[src/verilog/selftest_pkg.sv]
// package of constants and carriers for the memory self-test block
// assumes a 16-bit register port with a 14-bit word address
package selftest_pkg;

	// ****************************************
	// register map
	// ****************************************
	localparam logic [13:0] ctrl_addr     = 14'h014d; // self-test control
	localparam logic [13:0] ident_addr    = 14'h3fff; // identification
	localparam logic [15:0] ctrl_reset    = 16'h0000; // control reset value

	// ****************************************
	// control field positions
	// ****************************************
	localparam int          mode_bit      = 12;       // test mode enable
	localparam int          bp_data_base  = 9;        // go at +2, done +1
	localparam int          loc_data_base = 6;        // pass at +0
	localparam int          bp_conn_base  = 3;
	localparam int          loc_conn_base = 0;
	localparam int          mem_count     = 4;        // memories under test

	// ****************************************
	// identification fields
	// ****************************************
	localparam logic [3:0]  revision_val  = 4'h5;     // arbitrary value
	localparam logic [2:0]  part_code_val = 3'h6;     // arbitrary value

	// ****************************************
	// engine timing
	// ****************************************
	localparam logic [7:0]  engine_cycles = 8'h40;    // walk length

	// ****************************************
	// carriers
	// ****************************************
	typedef struct packed
	{
		logic        rd;     // read strobe
		logic        wr;     // write strobe
		logic [13:0] addr;   // word address
		logic [15:0] wdata;  // write data
	} reg_req_type;

	typedef struct packed
	{
		logic [3:0] done;    // per-memory completion
		logic [3:0] pass;    // per-memory result
	} test_status_type;

endpackage : selftest_pkg

[src/verilog/selftest_engine.sv]
// one memory test engine: counts a walk and checks compare results
// assumes mem_fail comes from the memory's compare logic on clk
`timescale 1ns/1ps
`default_nettype none
module selftest_engine
(
	input  wire logic clk,       // system clock
	input  wire logic reset,     // sync reset, active high
	input  wire logic start,     // one-cycle launch pulse
	input  wire logic mem_fail,  // compare mismatch this cycle
	output var  logic done,      // walk finished
	output var  logic pass,      // no mismatch seen
	output var  logic busy       // walk in progress
);

	// ****************************************
	// state
	// ****************************************
	typedef enum logic [2:0]
	{
		idle_st = 3'b001,
		run_st  = 3'b010,
		fin_st  = 3'b100
	} eng_state_type;

	eng_state_type state_reg;    // engine state
	logic [7:0]    count_reg;    // walk address
	logic          err_reg;      // mismatch seen

	// state sequencing
	always_ff @(posedge clk)
	begin
		if (reset)
			state_reg <= idle_st;
		else
			case (state_reg)
				idle_st: if (start) state_reg <= run_st;
				run_st:
					if (count_reg == selftest_pkg::engine_cycles - 8'h01)
						state_reg <= fin_st;
				fin_st:  state_reg <= start ? run_st : fin_st;
				default: state_reg <= idle_st;
			endcase
	end

	// walk counter and error capture
	always_ff @(posedge clk)
	begin
		if (reset || start)
		begin
			count_reg <= 8'h00;
			err_reg   <= 1'b0;
		end
		else if (state_reg == run_st)
		begin
			count_reg <= count_reg + 8'h01;
			err_reg   <= err_reg | mem_fail;
		end
	end

	// flags hold until the next launch
	always_ff @(posedge clk)
	begin
		if (reset || start)
		begin
			done <= 1'b0;
			pass <= 1'b0; // RULE12
		end
		else if (state_reg == run_st &&
			count_reg == selftest_pkg::engine_cycles - 8'h01)
		begin
			done <= 1'b1;                  // RULE5
			pass <= ~(err_reg | mem_fail); // RULE6
		end
	end

	assign busy = (state_reg == run_st);

endmodule : selftest_engine
`default_nettype wire

[config.mk]
export PLATFORM = sky130hd
export DESIGN_NAME = selftest_engine
export DESIGN_NICKNAME = d
export VERILOG_FILES = /design/src/verilog/selftest_pkg.sv /design/src/verilog/selftest_engine.sv
export SDC_FILE = /design/constraint.sdc
export NUM_CORES = 1
export LEC_CHECK = 0
export ABC_AREA = 1
export BUFFER_PORTS_ARGS = -buffer_cell sky130_fd_sc_hd__buf_2
export CAP_MARGIN = 20
export CORE_MARGIN = 8
export CORE_UTILIZATION = 45
export DETAILED_ROUTE_END_ITERATION = 8
export HOLD_SLACK_MARGIN = 0.02
export SETUP_SLACK_MARGIN = 0.4
export SLEW_MARGIN = 0
export SYNTH_ARGS = -nofsm -noshare
export SYNTH_HDL_FRONTEND = slang
export SYNTH_SLANG_ARGS = --single-unit
[constraint.sdc]
create_clock -name clk -period 1.3 [get_ports clk]
set_clock_uncertainty 0.1 [all_clocks]
set_input_delay 0.195 -clock clk [delete_from_list [all_inputs] [get_ports clk]]
set_output_delay 0.195 -clock clk [all_outputs]
set_load 0.01 [all_outputs]
==> flow_metrics.env, run 1 <==
export IMPL_area_delta_synth_final_pct=46.1
export IMPL_syn_inst=96
export IMPL_grt_pass1_wl_um=2620
export IMPL_core_um2=1470
export IMPL_drv_slew=0
export IMPL_yosysWarnings=0
export IMPL_clock_tree_root_cell="clkbuf_4"
export IMPL_gp_congestion=0.822
export IMPL_relSlewSlack=0.844
export IMPL_rsz0062_at_grt="true"
export IMPL_initialDrtViolationCount=16
export IMPL_postCtsHoldBufs=0
export IMPL_cts_max_level=1
export IMPL_stdcell_count=131
export IMPL_criticalPathCategory="flop to output port"
export IMPL_finalSetupTns_ns=0
export IMPL_synth_top_family_by_area="simple AND/OR/NAND/NOR gates"
export IMPL_syn_area_um2=689
export IMPL_grt_pass1_vias=628
export IMPL_cp_max_fo=2
export IMPL_yosysUniqueCellTypes=20
export IMPL_grtUsageTotal=0.120
export IMPL_cp_required_ns=1.00
export IMPL_initial_utilization=0.469
export IMPL_die_w_um=55.1
export IMPL_cp_start_kind="flop"
export IMPL_row_count=14
export IMPL_clock_sinks=14
export IMPL_cellLeakagePower_nw=0.398
export IMPL_antenna_found_initial=0
export IMPL_die_h_um=55.1
export IMPL_cp_arrival_ns=0.95
export IMPL_via_per_inst=4.82
export IMPL_drv_cap=0
export IMPL_peakVddDrop_v=0.000525
export IMPL_synth_compound_gate_area_share=0.102
export IMPL_nets=122
export IMPL_max_stage_delay_ns=0.33
export IMPL_crit_path_end_kind="output port"
export IMPL_dp_hpwl_um=1050
export IMPL_pin_count=7
export IMPL_overflow=0
export IMPL_cpMaxStageDelayCell="dfxtp_2"
export IMPL_drive_above_1_share=0.539
export IMPL_path_delay_family="flip-flops"
export IMPL_fmax_mhz=801
export IMPL_report_final_hold_viol_count=0
export IMPL_period_share=0.960
export IMPL_wl_per_cell_um=12.3
export IMPL_synth_simple_gate_area_frac=0.376
export IMPL_drtPass1Iterations=4
export IMPL_muxShareOfSynthArea=0
export IMPL_clkSlewWorstSetupHoldPaths_ns=0.08
export IMPL_grt_max_degree=8
export IMPL_clock_path_buffers=2
export IMPL_numCtsBuffers=3
export IMPL_drt_wl_total_um=1610
export IMPL_largest_reg_flops=8
export IMPL_path_cells="inv_2, nand2_2, nor2_4, buf_6"
export IMPL_clk_latency_ns=0.27
export IMPL_synth_area_per_cell_um2=7.18
export IMPL_p_per_area_nw_per_um2=790
export IMPL_dieArea_um2=3040
export IMPL_hp_class="input pin to flop"
export IMPL_ys_ff_latch=14
export IMPL_ys_seq_area_frac=0.407
export IMPL_synthAdderAreaFrac=0.0181
export IMPL_setup_viol=0
export IMPL_period_needed_ns=1.25
export IMPL_cts_tree="yes"
export IMPL_vias=632
export IMPL_outcome="finished, final reports clean"
export IMPL_synth_xor_area_share=0
export IMPL_synth_nets=101
export IMPL_diodes=0
export IMPL_nFillCells=114
export IMPL_tightest_slew_ns=0.233
export IMPL_antenna_left=0
export IMPL_io_buffers=6
export IMPL_drc=0
export IMPL_dp_cells=119
export IMPL_critPathBufInv=2
-- power breakdown --
part	internal (mW)	switching, mW	leakage [nW]
logic	0.0533	0.0593	0.266
clock network	0.107	0.134	0.0138
registers	0.433	0.00846	0.118
-- cell families after synthesis --
family	Yosys count
AOI/OAI and AO/OA	13
and+or+nand+nor	50
DFF	14
adders and majority gates	1
buffers and inverters	18
-- through the flow --
| stage | power (mW) | utilization | hold WS (ns) | setup WS, ns | area [µm²] |
|---|---|---|---|---|---|
| global route | 0.836 | 0.685 | 0.0509 | -0.00527 | 1010 |
| finish | 0.796 | 0.685 | 0.0475 | 0.0519 | 1010 |
| global placement | 0.526 | 0.529 | 0.306 | 0.154 | 778 |
| floorplan | 0.505 | - | 0.157 | 0.187 | 721 |
| CTS | 0.797 | 0.629 | 0.0212 | 0.0426 | 926 |
| detailed placement | 0.527 | 0.529 | 0.308 | 0.120 | 778 |
-- worst reg2reg max path: stages (launching register included) --
cell	delay, ns
dfxtp_2	0.33
inv_2	0.07
buf_12	0.10
nand3_4	0.11
buf_4	0.16
buf_6	0.11
o21ai_2	0.09
a21oi_1	0.05
-- worst paths after layout --
check,start,endpoint,slack (ns),depth (start not counted)
setup / recovery,state_reg[0]$_SDFFE_PP1P_,busy,0.05,4
hold reg to reg,done$_SDFFE_PP0P_,done$_SDFFE_PP0P_,0.37,2
setup reg to reg,state_reg[0]$_SDFFE_PP1P_,count_reg[0]$_SDFFE_PP0N_,0.06,7
hold / removal,reset,state_reg[1]$_SDFFE_PP0P_,0.05,2
-- synth_stat cells --
library cell / instances / share of area
o21a_1: 1 / 0.011
nand3_1: 6 / 0.044
a21oi_1: 6 / 0.044
nand4_1: 1 / 0.0091
o21ai_1: 3 / 0.022
o211ai_1: 1 / 0.011
nor2_2: 1 / 0.0091
nand2_2: 2 / 0.018
ha_1: 1 / 0.018
inv_2: 2 / 0.011
o21ai_0: 2 / 0.015
inv_1: 16 / 0.087
or2_1: 1 / 0.0091
nor3_2: 1 / 0.015
nand2_1: 22 / 0.12
nor2_1: 11 / 0.060
nand3_4: 1 / 0.025
nand4_2: 1 / 0.018
nor2_4: 3 / 0.049
dfxtp_1: 14 / 0.41
-- metal layers --
layer,global-route usage,routed length [µm]
met1,0.129,672
met2,0.207,848
met3,0.0267,53
met4,0.0760,31
met5,0,0
-- layout make-up --
type                       instances  area, µm²  share of cell area
sequential                        14        300               0.298
inverter                          18       67.6              0.0671
tap                               16       20.0              0.0199
multi-input combinational         64        449               0.446
clock buffer                       3       22.5              0.0224
timing repair buffer              16        148               0.147
-- placed cells by master, fill, tap and decap left out, types with 2 or more instances in the layout --
master	Yosys	layout
nor2_2	1	3
nor2_4	3	3
buf_4	0	6
dfxtp_4	0	3
dfxtp_1	14	4
a21oi_1	6	3
nand3_4	1	2
nand3_1	6	2
nand2_1	22	14
buf_6	0	6
buf_2	0	3
inv_1	16	15
clkbuf_4	0	3
a21oi_2	0	3
o21ai_2	0	3
nor2_1	11	9
nand3_2	0	3
inv_2	2	3
dfxtp_2	0	7
nand2_2	2	9
-- timing repair --
action	4_1_cts	5_1_grt
endpoints found under the setup margin	17	17
gates resized for setup	18	19
pin swaps	6	10
buffers inserted	7	2
Note: power is estimated with default switching activity, not from simulation.
==> run 2, diff against run 1 <==
--- a/config.mk
+++ b/config.mk
@@ -12,6 +12,7 @@
 export CORE_UTILIZATION = 45
 export DETAILED_ROUTE_END_ITERATION = 8
 export HOLD_SLACK_MARGIN = 0.02
+export REMOVE_ABC_BUFFERS = 1
 export SETUP_SLACK_MARGIN = 0.4
 export SLEW_MARGIN = 0
 export SYNTH_ARGS = -nofsm -noshare
==> flow_metrics.env, run 2 (synthesis gave the netlist of run 1 again) <==
export IMPL_nets=126
export IMPL_fmax_mhz=808
export IMPL_wl_per_cell_um=11.5
export IMPL_cts_tree="yes"
export IMPL_rsz0062_at_grt="true"
export IMPL_final_common_cell="inv_1"
export IMPL_cp_required_ns=1.00
export IMPL_cp_arrival_ns=0.94
export IMPL_initialDrtViolationCount=7
export IMPL_hp_class="input pin to flop"
export IMPL_diodes=0
export IMPL_largest_reg_flops=8
export IMPL_final_cell_mix="inv_1, nand2_1, nor2_1"
export IMPL_antenna_found_initial=0
export IMPL_clock_tree_root_cell="clkbuf_4"
export IMPL_cp_start_kind="flop"
export IMPL_drive_above_1_share=0.513
export IMPL_fin_area_um2=1030
export IMPL_overflow=0
export IMPL_drv_slew=0
export IMPL_cellLeakagePower_nw=0.439
export IMPL_cp_max_fo=3
export IMPL_drt_wl_total_um=1560
export IMPL_outcome="finished, final reports clean"
export IMPL_vias=638
export IMPL_grtUsageTotal=0.110
export IMPL_grt_pass1_wl_um=2440
export IMPL_clock_sinks=14
export IMPL_pre_cts_ws_ns=-0.00541
export IMPL_power_uw=794
export IMPL_report_final_hold_viol_count=0
export IMPL_holdWs_ns=0.0719
export IMPL_antenna_left=0
export IMPL_period_share=0.952
export IMPL_dp_hpwl_um=993
export IMPL_placed_area_um2=754
export IMPL_initial_utilization=0.469
export IMPL_core_um2=1470
export IMPL_die_w_um=55.1
export IMPL_clkSlewWorstSetupHoldPaths_ns=0.07
export IMPL_tightest_slew_ns=0.237
export IMPL_dieArea_um2=3040
export IMPL_p_per_area_nw_per_um2=769
export IMPL_pin_count=7
export IMPL_period_needed_ns=1.24
export IMPL_fin_ws_ns=0.0619
export IMPL_grt_pass1_vias=603
export IMPL_drc=0
export IMPL_cts_max_level=1
export IMPL_setup_viol=0
export IMPL_drv_cap=0
export IMPL_peakVddDrop_v=0.000566
export IMPL_via_per_inst=4.73
export IMPL_area_delta_synth_final_pct=49.7
export IMPL_drtPass1Iterations=3
export IMPL_clock_path_buffers=2
export IMPL_criticalPathCategory="flop to output port"
export IMPL_numCtsBuffers=3
export IMPL_crit_path_end_kind="output port"
export IMPL_clk_latency_ns=0.28
export IMPL_relSlewSlack=0.842
export IMPL_row_count=14
export IMPL_gp_congestion=0.731
export IMPL_die_h_um=55.1
export IMPL_grt_max_degree=8
export IMPL_io_buffers=6
## run 2: area by class of cell
class	instances	area, µm²
Sequential cell	14	298
Multi-Input combinational cell	64	447
Tap cell	16	20.0
Inverter	18	70.1
Fill cell	125	439
Timing Repair Buffer	20	175
Clock buffer	3	22.5
## run 2: worst paths after layout
| path | from | to | slack, ns | cells after the start |
|---|---|---|---|---|
| worst max register to register | count_reg[1]$_SDFFE_PP0N_ | count_reg[6]$_SDFFE_PP0N_ | 0.07 | 6 |
| worst min-delay path | reset | state_reg[0]$_SDFFE_PP1P_ | 0.07 | 3 |
| worst max-delay path | state_reg[0]$_SDFFE_PP1P_ | busy | 0.06 | 4 |
| worst min register to register | err_reg$_SDFFE_PP0N_ | err_reg$_SDFFE_PP0N_ | 0.38 | 1 |
## run 2: metrics by stage
step,utilization,cells,setup TNS (ns)
after floorplan,-,96,0
after global placement,0.513,120,0
after detailed placement,0.513,120,-0.00541
after CTS,0.605,127,0
after global routing,0.702,135,-0.00696
final,0.702,135,0
## run 2: power breakdown
group          switching, mW  total [mW]  internal [mW]
clock                  0.135       0.242          0.108
sequential            0.0114       0.447          0.435
combinational         0.0569       0.105         0.0482
total                  0.203       0.794          0.591
## run 2: worst max-delay path, cell delays in order (launching register included)
cell     delay (ns)
dfxtp_2        0.34
inv_4          0.07
nand2_4        0.05
nor2_4         0.10
buf_6          0.11
## run 2: routing by layer
layer | share of wire | vias up | track usage
met1 | 0.48 | 279 | 0.137
met5 | 0 | - | 0
li1 | - | 346 | -
met3 | 0.024 | 5 | 0.0321
met2 | 0.47 | 8 | 0.160
met4 | 0.031 | 0 | 0.0720
## run 2: what timing repair did
item | CTS | global route
pin swaps | 6 | 11
gates resized for setup | 23 | 25
hold buffers | 1 | 0
setup endpoints to repair | 17 | 17
buffers inserted | 3 | 8
hold endpoints to repair | 2 | 0
